==> config.mk <==
export PLATFORM = sky130hd
export DESIGN_NAME = smc_strap_mode_config
export DESIGN_NICKNAME = d
export VERILOG_FILES = /design/src/rtl/smc_pkg.sv /design/src/rtl/smc_strap_mode_config.sv /design/src/rtl/smc_level_dec.sv
export VERILOG_INCLUDE_DIRS = /design/src /design/src/rtl
export SDC_FILE = /design/constraint.sdc
export NUM_CORES = 1
export LEC_CHECK = 0
export BUFFER_PORTS_ARGS = -buffer_cell sky130_fd_sc_hd__buf_2
export CORE_ASPECT_RATIO = 1.75
export CORE_UTILIZATION = 52
export DETAILED_ROUTE_END_ITERATION = 10
export GPL_TIMING_DRIVEN = 1
export PLACE_DENSITY_LB_ADDON = 0.15
export SYNTH_ARGS = -nofsm -noshare
export SYNTH_HDL_FRONTEND = slang
export SYNTH_SLANG_ARGS = --single-unit
export TNS_END_PERCENT = 100
==> constraint.sdc <==
create_clock -name mclk_in -period 1.5 [get_ports mclk_in]
set_input_delay 0.15 -clock mclk_in [delete_from_list [all_inputs] [get_ports mclk_in]]
set_output_delay 0.15 -clock mclk_in [all_outputs]
set_load 0.01 [all_outputs]
==> src/rtl/smc_cfg.svh <==
// Constants for the strap and mode configuration front end
`ifndef SMC_CFG_SVH
`define SMC_CFG_SVH

// Number of strap pins that pass through a level decoder
`define SMC_NUM_STRAPS     4
// Index of each strap in the decoder array
`define SMC_IDX_EDGE       0
`define SMC_IDX_DEEMPH     1
`define SMC_IDX_EQ         2
`define SMC_IDX_FORMAT     3

// Edge rate codes
`define SMC_SLEW_FAST      2'h0
`define SMC_SLEW_5PS       2'h1
`define SMC_SLEW_10PS      2'h2

// De-emphasis codes
`define SMC_DEEMPH_0DB     2'h0
`define SMC_DEEMPH_2DB     2'h1
`define SMC_DEEMPH_RSVD    2'h2

// Receive equalisation codes
`define SMC_EQ_ADAPTIVE    2'h0
`define SMC_EQ_FIXED_7P5   2'h1
`define SMC_EQ_FIXED_14    2'h2

// Output format codes
`define SMC_FMT_TMDS       1'h0
`define SMC_FMT_DVI        1'h1

// Address strap bit reset value
`define SMC_ADDR_RESET     2'h0

`endif

==> src/rtl/smc_pkg.sv <==
// Types shared by the strap and mode configuration front end
`default_nettype none

package smc_pkg;

  typedef enum logic [1:0] {
    SMC_LVL_LOW,
    SMC_LVL_MID,
    SMC_LVL_HIGH
  } smc_level_e;

  typedef enum logic [1:0] {
    SMC_ST_OFF,
    SMC_ST_SAMPLE,
    SMC_ST_RUN
  } smc_state_e;

endpackage : smc_pkg

`default_nettype wire

==> src/rtl/smc_strap_mode_config.sv <==
// Strap and control-mode configuration front end of a video link retimer
//
// Behaviour
// - While operation enable is low the block holds power-down, and while high it runs normally.
// - A high-to-low edge on operation enable resets every decoded and programmed setting.
// - Control-mode select high chooses I2C control mode, low chooses pin-strap mode.
// - In pin-strap mode local I2C writes cannot change any strap-controlled function.
// - In pin-strap mode the edge rate strap gives fastest when high, 5 ps slower when low, 10 ps slower when open.
// - In I2C control mode the edge rate strap is ignored and the I2C programmed edge rate is used.
// - The de-emphasis strap gives -2 dB when low and 0 dB when open, and high is reserved.
// - In pin-strap mode the equaliser strap gives 7.5 dB fixed when low, adaptive when open, 14 dB fixed when high.
// - In I2C control mode the equaliser strap is read as slave address bit 0.
// - In pin-strap mode the output format strap selects DVI when high and the richer TMDS format with ID block when low.
// - In I2C control mode the output format strap is read as slave address bit 1.
// - Straps decode three levels in pin-strap mode but only two when they serve as address bits.
// - An undriven output format strap reads low through the weak pull-down and, in pin-strap mode, selects the TMDS format.
`timescale 1ns/10ps
`default_nettype none

`include "smc_cfg.svh"

module smc_strap_mode_config (
  input  wire logic        mclk_in,
  input  wire logic        resetn_in,
  // Operation enable and control-mode select
  input  wire logic        op_enable_in,
  input  wire logic        ctrl_mode_sel_in,
  // Three-level straps as comparator pairs: above the high threshold, below the low threshold
  input  wire logic        edge_rate_strap_hi_in,
  input  wire logic        edge_rate_strap_lo_in,
  input  wire logic        deemph_strap_hi_in,
  input  wire logic        deemph_strap_lo_in,
  input  wire logic        equalizer_strap_addr_lo_hi_in,
  input  wire logic        equalizer_strap_addr_lo_lo_in,
  input  wire logic        output_format_strap_addr_hi_hi_in,
  input  wire logic        output_format_strap_addr_hi_lo_in,
  // Settings written by the local control interface
  input  wire logic        i2c_wr_in,
  input  wire logic [1:0]  i2c_edge_rate_in,
  input  wire logic [1:0]  i2c_eq_mode_in,
  input  wire logic        i2c_format_in,
  // Decoded configuration
  output logic             power_down_out,
  output logic             device_reset_out,
  output logic             cfg_valid_out,
  output logic             i2c_mode_out,
  output logic [1:0]       edge_rate_out,
  output logic [1:0]       deemph_out,
  output logic             deemph_reserved_out,
  output logic [1:0]       eq_mode_out,
  output logic             format_out,
  output logic             adaptor_id_en_out,
  output logic [1:0]       slave_addr_bits_out
);
  import smc_pkg::*;

  // Two-level reading of a strap used as an address bit; an open pin reads as zero
  // An open format pin is the pull-down level anyway, and an open equaliser pin has no defined address
  function automatic logic smc_addr_bit(input smc_level_e lvl);
    smc_addr_bit = (lvl == SMC_LVL_HIGH);
  endfunction : smc_addr_bit

  logic [`SMC_NUM_STRAPS-1:0] strap_hi;
  logic [`SMC_NUM_STRAPS-1:0] strap_lo;
  smc_level_e                 strap_lvl [`SMC_NUM_STRAPS];
  smc_level_e                 held_lvl_q [`SMC_NUM_STRAPS];

  smc_state_e  state_q;
  smc_state_e  state_d;
  logic        op_enable_q;
  logic        mode_i2c_q;
  logic [1:0]  prog_edge_q;
  logic [1:0]  prog_eq_q;
  logic        prog_format_q;

  logic        op_fall;
  logic        running;
  logic        out_live;
  logic [1:0]  edge_rate_d;
  logic [1:0]  deemph_d;
  logic        deemph_rsvd_d;
  logic [1:0]  eq_mode_d;
  logic        format_d;
  logic [1:0]  addr_d;

  assign strap_hi[`SMC_IDX_EDGE]   = edge_rate_strap_hi_in;
  assign strap_lo[`SMC_IDX_EDGE]   = edge_rate_strap_lo_in;
  assign strap_hi[`SMC_IDX_DEEMPH] = deemph_strap_hi_in;
  assign strap_lo[`SMC_IDX_DEEMPH] = deemph_strap_lo_in;
  assign strap_hi[`SMC_IDX_EQ]     = equalizer_strap_addr_lo_hi_in;
  assign strap_lo[`SMC_IDX_EQ]     = equalizer_strap_addr_lo_lo_in;
  assign strap_hi[`SMC_IDX_FORMAT] = output_format_strap_addr_hi_hi_in;
  assign strap_lo[`SMC_IDX_FORMAT] = output_format_strap_addr_hi_lo_in;

  genvar gi;
  generate
    for (gi = 0; gi < `SMC_NUM_STRAPS; gi++) begin : g_strap
      smc_level_dec u_dec (
        .mclk_in       (mclk_in),
        .resetn_in     (resetn_in),
        .above_high_in (strap_hi[gi]),
        .below_low_in  (strap_lo[gi]),
        .level_out     (strap_lvl[gi])
      );
    end
  endgenerate

  // The enable register resets low, so a release with enable already high gives no false fall
  assign op_fall = op_enable_q && !op_enable_in;
  assign running = (state_q == SMC_ST_RUN);

  always_ff @(posedge mclk_in or negedge resetn_in) begin
    if (!resetn_in) begin
      op_enable_q <= 1'h0;
    end else begin
      op_enable_q <= op_enable_in;
    end
  end

  // Sequencing: decoders lag the pins by one cycle, so sampling waits one cycle after enable
  always_comb begin
    state_d = state_q;
    case (state_q)
      SMC_ST_OFF: begin
        if (op_enable_in) begin
          state_d = SMC_ST_SAMPLE;
        end
      end
      SMC_ST_SAMPLE: begin
        state_d = op_enable_in ? SMC_ST_RUN : SMC_ST_OFF;
      end
      SMC_ST_RUN: begin
        if (!op_enable_in) begin
          state_d = SMC_ST_OFF;
        end
      end
      default: begin
        state_d = SMC_ST_OFF;
      end
    endcase
  end

  always_ff @(posedge mclk_in or negedge resetn_in) begin
    if (!resetn_in) begin
      state_q <= SMC_ST_OFF;
    end else begin
      state_q <= state_d;
    end
  end

  // Strap and mode capture; held for as long as enable stays high
  always_ff @(posedge mclk_in or negedge resetn_in) begin
    if (!resetn_in) begin
      mode_i2c_q <= 1'h0;
      for (int i = 0; i < `SMC_NUM_STRAPS; i++) begin
        held_lvl_q[i] <= SMC_LVL_MID;
      end
    end else if (state_q == SMC_ST_SAMPLE && op_enable_in) begin
      mode_i2c_q <= ctrl_mode_sel_in;
      for (int i = 0; i < `SMC_NUM_STRAPS; i++) begin
        held_lvl_q[i] <= strap_lvl[i];
      end
    end
  end

  // Locally programmed settings; writes land only in I2C mode while running
  always_ff @(posedge mclk_in or negedge resetn_in) begin
    if (!resetn_in) begin
      prog_edge_q   <= `SMC_SLEW_FAST;
      prog_eq_q     <= `SMC_EQ_ADAPTIVE;
      prog_format_q <= `SMC_FMT_TMDS;
    end else if (op_fall) begin
      prog_edge_q   <= `SMC_SLEW_FAST;
      prog_eq_q     <= `SMC_EQ_ADAPTIVE;
      prog_format_q <= `SMC_FMT_TMDS;
    end else if (running && mode_i2c_q && i2c_wr_in) begin
      prog_edge_q   <= i2c_edge_rate_in;
      prog_eq_q     <= i2c_eq_mode_in;
      prog_format_q <= i2c_format_in;
    end
  end

  // Decoding of the held straps
  always_comb begin
    edge_rate_d   = `SMC_SLEW_FAST;
    deemph_d      = `SMC_DEEMPH_0DB;
    deemph_rsvd_d = 1'h0;
    eq_mode_d     = `SMC_EQ_ADAPTIVE;
    format_d      = `SMC_FMT_TMDS;
    addr_d        = `SMC_ADDR_RESET;
    if (mode_i2c_q) begin
      edge_rate_d = prog_edge_q;
      eq_mode_d   = prog_eq_q;
      format_d    = prog_format_q;
      addr_d[0]   = smc_addr_bit(held_lvl_q[`SMC_IDX_EQ]);
      addr_d[1]   = smc_addr_bit(held_lvl_q[`SMC_IDX_FORMAT]);
    end else begin
      case (held_lvl_q[`SMC_IDX_EDGE])
        SMC_LVL_HIGH: edge_rate_d = `SMC_SLEW_FAST;
        SMC_LVL_LOW:  edge_rate_d = `SMC_SLEW_5PS;
        default:      edge_rate_d = `SMC_SLEW_10PS;
      endcase
      case (held_lvl_q[`SMC_IDX_EQ])
        SMC_LVL_LOW:  eq_mode_d = `SMC_EQ_FIXED_7P5;
        SMC_LVL_HIGH: eq_mode_d = `SMC_EQ_FIXED_14;
        default:      eq_mode_d = `SMC_EQ_ADAPTIVE;
      endcase
      // An open format pin is pulled low inside, so only a firm high picks DVI
      format_d = (held_lvl_q[`SMC_IDX_FORMAT] == SMC_LVL_HIGH) ? `SMC_FMT_DVI : `SMC_FMT_TMDS;
    end
    // High on this strap is reserved; it is flagged and falls back to no de-emphasis
    case (held_lvl_q[`SMC_IDX_DEEMPH])
      SMC_LVL_LOW: deemph_d = `SMC_DEEMPH_2DB;
      SMC_LVL_MID: deemph_d = `SMC_DEEMPH_0DB;
      default: begin
        deemph_d      = `SMC_DEEMPH_0DB;
        deemph_rsvd_d = 1'h1;
      end
    endcase
  end

  // Power-down and reset indications
  always_ff @(posedge mclk_in or negedge resetn_in) begin
    if (!resetn_in) begin
      power_down_out   <= 1'h1;
      device_reset_out <= 1'h0;
    end else begin
      power_down_out   <= !op_enable_in;
      device_reset_out <= op_fall;
    end
  end

  // Configuration outputs stay at defaults unless running; a falling enable clears them on the
  // same edge, so downstream logic never acts on a stale setting after power-down
  assign out_live = running && op_enable_in;

  // Validity and the captured control mode
  always_ff @(posedge mclk_in or negedge resetn_in) begin
    if (!resetn_in) begin
      cfg_valid_out <= 1'h0;
      i2c_mode_out  <= 1'h0;
    end else if (out_live) begin
      cfg_valid_out <= 1'h1;
      i2c_mode_out  <= mode_i2c_q;
    end else begin
      cfg_valid_out <= 1'h0;
      i2c_mode_out  <= 1'h0;
    end
  end

  // Link settings: edge rate, de-emphasis and receive equalisation
  always_ff @(posedge mclk_in or negedge resetn_in) begin
    if (!resetn_in) begin
      edge_rate_out       <= `SMC_SLEW_FAST;
      deemph_out          <= `SMC_DEEMPH_0DB;
      deemph_reserved_out <= 1'h0;
      eq_mode_out         <= `SMC_EQ_ADAPTIVE;
    end else if (out_live) begin
      edge_rate_out       <= edge_rate_d;
      deemph_out          <= deemph_d;
      deemph_reserved_out <= deemph_rsvd_d;
      eq_mode_out         <= eq_mode_d;
    end else begin
      edge_rate_out       <= `SMC_SLEW_FAST;
      deemph_out          <= `SMC_DEEMPH_0DB;
      deemph_reserved_out <= 1'h0;
      eq_mode_out         <= `SMC_EQ_ADAPTIVE;
    end
  end

  // Output format and the identification block that only the TMDS format offers
  always_ff @(posedge mclk_in or negedge resetn_in) begin
    if (!resetn_in) begin
      format_out        <= `SMC_FMT_TMDS;
      adaptor_id_en_out <= 1'h0;
    end else if (out_live) begin
      format_out        <= format_d;
      adaptor_id_en_out <= (format_d == `SMC_FMT_TMDS);
    end else begin
      format_out        <= `SMC_FMT_TMDS;
      adaptor_id_en_out <= 1'h0;
    end
  end

  // Strappable slave address bits; zero whenever they do not apply
  always_ff @(posedge mclk_in or negedge resetn_in) begin
    if (!resetn_in) begin
      slave_addr_bits_out <= `SMC_ADDR_RESET;
    end else if (out_live) begin
      slave_addr_bits_out <= addr_d;
    end else begin
      slave_addr_bits_out <= `SMC_ADDR_RESET;
    end
  end

endmodule : smc_strap_mode_config

`default_nettype wire

==> src/rtl/smc_level_dec.sv <==
// Three-level strap decoder from a pair of threshold comparator bits
`timescale 1ns/10ps
`default_nettype none

module smc_level_dec (
  input  wire logic              mclk_in,
  input  wire logic              resetn_in,
  input  wire logic              above_high_in,
  input  wire logic              below_low_in,
  output var smc_pkg::smc_level_e level_out
);
  import smc_pkg::*;

  smc_level_e level_d;

  // A pin seen both above and below is not physical; treat it as floating
  always_comb begin
    if (above_high_in && !below_low_in) begin
      level_d = SMC_LVL_HIGH;
    end else if (below_low_in && !above_high_in) begin
      level_d = SMC_LVL_LOW;
    end else begin
      level_d = SMC_LVL_MID;
    end
  end

  always_ff @(posedge mclk_in or negedge resetn_in) begin
    if (!resetn_in) begin
      level_out <= SMC_LVL_MID;
    end else begin
      level_out <= level_d;
    end
  end

endmodule : smc_level_dec

`default_nettype wire

# [Word-level counts from Yosys, hierarchy flattened]
# Index checks and enable logic that the tools add are counted.
[classes] add_sub_neg=0 mul=0 n_div=0 n_lt_le_gt_ge=0 n_eq_ne=8 shift=0 mux=36 bitwise_logic=1 reduce_logical=29
[ops] op="$mux W2" n=18
[ops] op="$mux W1" n=15
[ops] op="$logic_and A1 B1 Y1" n=13
[ops] op="$logic_not A1 Y1" n=9
[ops] op="$eq A2 B2 Y1 const B" n=4
[ops] op="$logic_not A2 Y1" n=4
[ops] op="$pmux W2 S2" n=2
[ops] op="$pmux W2 S3" n=1
[ops] op="$eq A2 B1 Y1 const B" n=2
[ops] op="$ne A2 B2 Y1 const B" n=2
[ops] op="$reduce_and A2 Y1" n=1
[ops] op="$reduce_bool A2 Y1" n=1
[ops] op="$reduce_or A2 Y1" n=1
[ops] op="$not A1 Y1" n=1
[word_totals] reg_bits=40 latch_bits=0 ramBits=0 romBits=0 in_bits=18 out_inout_bits=15 wordCells=99 memories=0

# [Depth between registers and ports, before layout]
# Gate-level depths: netlist (run 1).
[logic_depth] depth_word=5 ltp_mapped=4 ltp_nobuf=4

# [Hierarchy]
# A second synthesis (run 1) with hierarchy kept.
[unflattened] hier_cells=100 hier_area_um2=1470.2
[by_module_without_submodules] mod="smc_strap_mode_config" instances=1 cells_each=84 area_each_um2=1199.9 seq_area_each_um2=782.0
[by_module_without_submodules] mod="smc_level_dec" instances=4 cells_each=4 area_each_um2=67.6 seq_area_each_um2=51.3

# [Least setup slack after synthesis (run 1)]
# OpenSTA, ideal clock, no wires.
[synth_timing] path_type="flip-flop to flip-flop" from="register state_q[1]" to="register held_lvl_q[1] in the netlist's numbering" setup_time_ps=125 arrival_time_ps=1008 required_time_ps=1375 path_slack_ps=367 path_stages_with_launch=4 n_path_buf=1 synth_period_minus_slack_ps=1133 cell_sequence="dfrtp_1 > nand3b_1 > buf_6 > mux2_4"
[synth_via] elab_chain_cells=2
[synth_rtl] element="from (decl)" line="smc_strap_mode_config.sv:68" text="smc_state_e state_q;"
[synth_rtl] element="from (signal assigned)" line="smc_strap_mode_config.sv:147" text="state_q <= state_d;"
[synth_rtl] element="$eq A2 B1 Y1" line="smc_strap_mode_config.sv:158" text="end else if (state_q == SMC_ST_SAMPLE && op_enable_in) begin"
[synth_rtl] element="$logic_and A1 B1 Y1" line="smc_strap_mode_config.sv:158"
[synth_rtl] element="to (signal, indexed assignment)" line="smc_strap_mode_config.sv:161" text="held_lvl_q[i] <= strap_lvl[i];"
[synth_rtl] element="to (decl)" line="smc_strap_mode_config.sv:66" text="smc_level_e held_lvl_q [`SMC_NUM_STRAPS];"
# No other way between the ends.
# A chain may end at the register's enable or synchronous reset.

# [Final worst setup path (run 1)]
# Ends and elaborated chain as after synthesis.

==> impl_metrics.py, run 1 <==
metrics = {
    "run_status": {
        "status": "complete, no violations",
    },
    "setup_path": {
        "max_stage_delay_ns": 0.42,
        "crit_end": "held_lvl_q[1]",
        "startpoint_type": "register",
        "worstPathRequired_ns": 1.67,
        "cpMaxStageDelayCell": "dfrtp_1",
        "worstSetupPathType": "reg2reg",
        "rr_endpoint": "held_lvl_q[1]",
        "r2r-start": "state_q[1]",
        "crit_path_end_kind": "register",
        "r2r_cells": 3,
        "critical_path.startpoint": "state_q[1]",
        "crit_fanout": 10,
        "arrival_ns": 1.40,
        "cp_num_cells": 3,
        "cp_top_family": "flip-flops",
        "crit_buf_inv": 1,
        "worstPathCellList": "nand3b_1, buf_4, mux2_4",
        "r2r_slack_ns": 0.27,
    },
    "clock_tree": {
        "post_cts_resized": 0,
        "cts_root_buffer": "clkbuf_8",
        "numCtsBuffers": 5,
        "cts_tree": "done",
        "htreeDepth": 2,
        "cts_setup_buffers": 0,
        "clock_latency_ns": 0.29,
        "clockBufferDepth": 2,
        "clk_pin_slew_ns": 0.07,
        "holdBufCountCts": 1,
        "clock_sinks": 39,
    },
    "job": {
        "cap_violations": 0,
    },
    "yosys": {
        "synth_cell_types": 24,
        "syn_area_per_cell_um2": 14.7,
        "ys_seq_elements": 39,
        "syn_nets": 122,
        "synthTopCellsByArea": "dfrtp_1, dfstp_2, mux2_4, mux2i_1, ha_1",
        "synth_largest_area_cell": "dfrtp_1",
        "ys_seq_area_frac": 0.671,
        "yosysWarnings": 0,
        "synthCells": 100,
        "synth_top_area_frac": 0.511,
        "synthesis.area_mm2": 0.00147,
    },
    "global_routing": {
        "overflow": 0,
        "antenna_found_initial": 0,
        "first_global_vias": 926,
        "grt_use_total": 0.178,
        "grt_max_degree": 31,
        "grt_pass1_wl_mm": 3.92,
    },
    "timing": {
        "fmax_ghz": 0.813,
        "worst_slew_pin_slew_ns": 0.629,
        "finalMaxSlewViolations": 0,
        "finalSetupTns_ns": 0,
        "timing.hold.ws_ns": 0.0380,
        "rsz0062_at_grt": "no",
        "period_share": 0.820,
        "slew_headroom": 0.581,
        "skew_ns": 0.00872,
        "setup_viol": 0,
        "hold_viol": 0,
        "fin_crit_ns": 1.23,
    },
    "drt": {
        "vias": 842,
        "wirelength_mm": 2.22,
        "drc": 0,
        "drt_first_pass_iters": 4,
        "wl_per_cell_um": 13.3,
        "drtAntennaViolNets": 0,
        "first_iter_violations": 13,
        "viasPerCell": 5.04,
    },
    "floorplan": {
        "die_w_um": 42.2,
        "dieHeight_um": 72.3,
        "coreArea_mm2": 0.00269,
        "die-area_mm2": 0.00305,
        "rows": 25,
        "start_util": 0.547,
        "io_pins": 33,
    },
    "power": {
        "power_density_mw_per_mm2": 1380,
        "power_leakage_nw": 0.987,
        "peakVddDrop_v": 0.000895,
    },
    "final_layout": {
        "syn_to_final_growth_pct": 19.9,
        "drive_above_1_share": 0.471,
        "n_fill_cell": 210,
        "final_common_cell": "buf_2",
        "antenna_cells": 0,
        "layout.nets": 161,
        "most-common-layout-cells": "buf_2, dfrtp_1, nor2_1",
    },
    "placement": {
        "port-buffer-count": 31,
        "place_hpwl_mm": 1.72,
        "place.gp.congestion": 0.698,
    },
    "hold_path": {
        "hold_path.class": "in2reg",
    },
}
cell usage after synthesis (all sizes together):
library cell / count
ha: 4
nand3b: 2
mux2: 9
dfstp: 9
nand2: 2
conb: 1
nor2: 10
a21oi: 4
inv: 7
buf: 3
nand4b: 1
clkbuf: 1
nor3b: 4
mux2i: 6
nor2b: 1
and2: 2
nor3: 4
dfrtp: 30
metrics by stage:
stage                     power (W)  setup WS, ns  instances  area, um^2   util
after floorplan             0.00163         0.367        100        1470      -
after global placement      0.00174         0.321        158        1660  0.618
after detailed placement    0.00176         0.274        158        1660  0.618
after CTS                   0.00247         0.264        167        1760  0.655
after global routing        0.00258         0.205        167        1760  0.655
final                       0.00243         0.270        167        1760  0.655
worst min path at each step:
stage / startpoint / end / slack (ns) / cells past startpoint
finish: op_enable_in / op_enable_q / 0.04 / 1
global route: op_enable_in / op_enable_q / 0.03 / 1
CTS: op_enable_in / op_enable_q / 0.03 / 1
detailed placement: resetn_in / prog_edge_q[1] / 0.20 / 1
global placement: resetn_in / prog_edge_q[0] / 0.20 / 1
floorplan: resetn_in / adaptor_id_en_out / -0.15 / 0
layout make-up:
type,instances,area [um^2],share of cell area
clock buffer,7,86.3,0.0490
clock inverter,1,5.00,0.00284
inverter,7,26.3,0.0149
multi-input combinational,50,429,0.243
sequential,39,987,0.560
tap,27,33.8,0.0192
timing repair buffer,36,195,0.111
power by group:
part,internal [W],switching [W]
Sequential,0.00124,0.000113
Clock,0.000370,0.000324
Combinational,0.000236,0.000151
cells by family (layout without fill, tap and decap cells):
group	Yosys count	in the layout	share of synthesized area
compound gates	4	4	0.0136
fa+ha+maj	4	4	0.0340
buf+inv	11	51	0.0366
flops	39	39	0.671
mux	15	15	0.133
other cells	1	1	0.00255
simple gates	26	26	0.109
sequential cells by signal, summed over array words and instances (netlist names), 2 cells and up:
register / count
prog_eq_q: 2
held_lvl_q: 8
prog_edge_q: 2
state_q: 2
eq_mode_out: 2
g_strap.u_dec.level_out: 8
slave_addr_bits_out: 2
edge_rate_out: 2
metal layers:
metal,up-vias,global-route usage,routed length [um]
li1,400,-,-
met2,26,0.301,1270
met5,-,0,0
met4,0,0.118,65
met3,7,0.0672,112
met1,409,0.178,773
Note: power is estimated with default switching activity, not from simulation.
==> run 2: changes to the inputs <==
==> constraint.sdc (replaced) <==
create_clock -name mclk_in -period 1.2 [get_ports mclk_in]
set_input_delay 0.12 -clock mclk_in [delete_from_list [all_inputs] [get_ports mclk_in]]
set_output_delay 0.12 -clock mclk_in [all_outputs]
set_load 0.01 [all_outputs]
==> run 2 against run 1 <==
  * Register-to-register slack worse by 0.25 ns
  * Global-route usage is 0.85 points higher
  * Sequential power is 24% higher
  * Die area stayed put
  * Sequential cell count stayed put
  * Via count is 0.59% lower
  * Clock-buffer cell count is 1 lower
  * Cell count is 1.8% higher
  * Worst hold slack worse by 0.021 ns
  * Maximum frequency is 4.5% higher
  * Non-clock buffer count is 3 higher
  * Routed wire length is 7.0% higher
  * Largest power group unchanged
==> impl_metrics.py, run 2 (synthesized netlist as in run 1, its figures left out) <==
metrics = {
    "run_status": {
        "status": "complete, no violations",
    },
    "job": {
        "cap_violations": 0,
    },
    "floorplan": {
        "dieHeight_um": 72.3,
        "die_w_um": 42.2,
        "die-area_mm2": 0.00305,
        "rows": 25,
        "io_pins": 33,
        "start_util": 0.547,
        "coreArea_mm2": 0.00269,
    },
    "clock_tree": {
        "clock_latency_ns": 0.29,
        "cts_setup_buffers": 0,
        "cts_root_buffer": "clkbuf_8",
        "clock_sinks": 39,
        "cts_tree": "done",
        "numCtsBuffers": 5,
        "clockBufferDepth": 2,
        "htreeDepth": 2,
        "clk_pin_slew_ns": 0.07,
    },
    "global_routing": {
        "grt_pass1_wl_mm": 4.02,
        "grt_use_total": 0.187,
        "antenna_found_initial": 0,
        "overflow": 0,
        "first_global_vias": 894,
        "grt_max_degree": 25,
    },
    "placement": {
        "place.gp.congestion": 0.682,
        "port-buffer-count": 31,
        "place_hpwl_mm": 1.72,
        "dp_slack_ns": 0.0158,
        "place_area_mm2": 0.00170,
    },
    "setup_path": {
        "arrival_ns": 1.35,
        "crit_fanout": 10,
        "r2r_cells": 3,
        "r2r_slack_ns": 0.02,
        "startpoint_type": "register",
        "r2r-start": "state_q[1]",
        "worstSetupPathType": "reg2reg",
        "rr_endpoint": "held_lvl_q[1]",
        "worstPathRequired_ns": 1.37,
        "crit_path_end_kind": "register",
    },
    "final_layout": {
        "syn_to_final_growth_pct": 25.7,
        "final_area_mm2": 0.00185,
        "layout.nets": 164,
        "antenna_cells": 0,
        "final_common_cell": "buf_2",
        "most-common-layout-cells": "buf_2, dfrtp_1, nor2_1",
        "reg.largest.list": "g_strap.u_dec.level_out: 8 flops, held_lvl_q: 8 flops",
        "finish.utilization": 0.687,
        "drive_above_1_share": 0.483,
        "n_fill_cell": 196,
    },
    "timing": {
        "period_share": 0.980,
        "fmax_ghz": 0.850,
        "fin_ws_ns": 0.0236,
        "finalMaxSlewViolations": 0,
        "setup_viol": 0,
        "fin_crit_ns": 1.18,
        "timing.hold.ws_ns": 0.0167,
        "hold_viol": 0,
        "rsz0062_at_grt": "yes",
        "skew_ns": 0.00773,
    },
    "power": {
        "p_comb_frac": 0.166,
        "power_switching_w": 0.000782,
        "seq_power_share": 0.503,
        "swShare": 0.235,
        "power_leakage_nw": 1.03,
        "power_w": 0.00333,
        "clockPowerShare": 0.331,
        "power_density_mw_per_mm2": 1800,
        "peakVddDrop_v": 0.00112,
        "p_int_w": 0.00255,
    },
    "drt": {
        "wirelength_mm": 2.37,
        "vias": 837,
        "wl_per_cell_um": 14.0,
        "drtAntennaViolNets": 0,
        "first_iter_violations": 16,
        "viasPerCell": 4.92,
        "drc": 0,
        "drt_first_pass_iters": 4,
    },
    "hold_path": {
        "hold_depth": 2,
        "hold_path.class": "in2reg",
        "hold_end": "power_down_out",
        "worstHoldStart": "op_enable_in",
    },
}
[run 2: cell count changes in the layout (fill, tap and decap cells not counted)]
cell	change
dlygate4sd3_1	+1
nand4b_2	-1
nand4b_4	+1
clkbuf_1	-1
bufinv_16	+1
buf_12	+2
[run 2: layer usage]
metal / GRT usage / up-vias / part of all wire
met2: 0.337 / 30 / 0.56
met1: 0.182 / 394 / 0.36
met5: 0 / - / 0
met4: 0.104 / 0 / 0.029
met3: 0.0597 / 6 / 0.047
li1: - / 407 / -
[run 2: metrics by stage]
step                setup TNS, ns  cells
CTS                             0    170
global placement                0    160
global route              -0.0150    170
finish                          0    170
detailed placement              0    160
floorplan                       0    100
[run 2: cell type report]
| type | count | area, um^2 | area share |
|---|---|---|---|
| flip-flops and latches | 39 | 987 | 0.534 |
| multi-input cells | 50 | 438 | 0.237 |
| well taps | 27 | 33.8 | 0.0183 |
| clock buffers | 6 | 82.6 | 0.0447 |
| repair buffers | 39 | 245 | 0.133 |
| inverters | 7 | 26.3 | 0.0142 |
| clock inverters | 2 | 35.0 | 0.0190 |
[run 2: worst max path at each step]
stage / slack (ns) / cells after the start / endpoint / startpoint
finish: 0.02 / 3 / held_lvl_q[1] / state_q[1]
global placement: 0.07 / 3 / prog_format_q / state_q[0]
CTS: 0.03 / 3 / held_lvl_q[1] / state_q[1]
global route: -0.01 / 3 / held_lvl_q[1] / state_q[1]
detailed placement: 0.02 / 3 / prog_eq_q[1] / state_q[0]
floorplan: 0.07 / 3 / held_lvl_q[1] / state_q[1]
[run 2: timing repair]
action / CTS / global route
pin swaps: 0 / 0
endpoints found under the hold margin: 11 / 0
endpoints found under the setup margin: 1 / 2
gates resized for setup: 1 / 0
hold buffers: 2 / 0
cloned: 0 / 0
[run 2: worst max-delay path: stages, from the launching register on]
cell and delay (ns):
dfrtp_1 0.37, nand3b_1 0.21, buf_12 0.18, mux2_4 0.29
[run 2: power groups by stage]
| stage | clock network, W | registers (W) | logic [W] |
|---|---|---|---|
| after floorplan | 0 | 0.00167 | 0.000366 |
| after CTS | 0.00113 | 0.00168 | 0.000560 |
| after detailed placement | 0 | 0.00170 | 0.000547 |
| final | 0.00110 | 0.00168 | 0.000554 |
| after global routing | 0.00118 | 0.00170 | 0.000617 |
| after global placement | 0 | 0.00169 | 0.000524 |
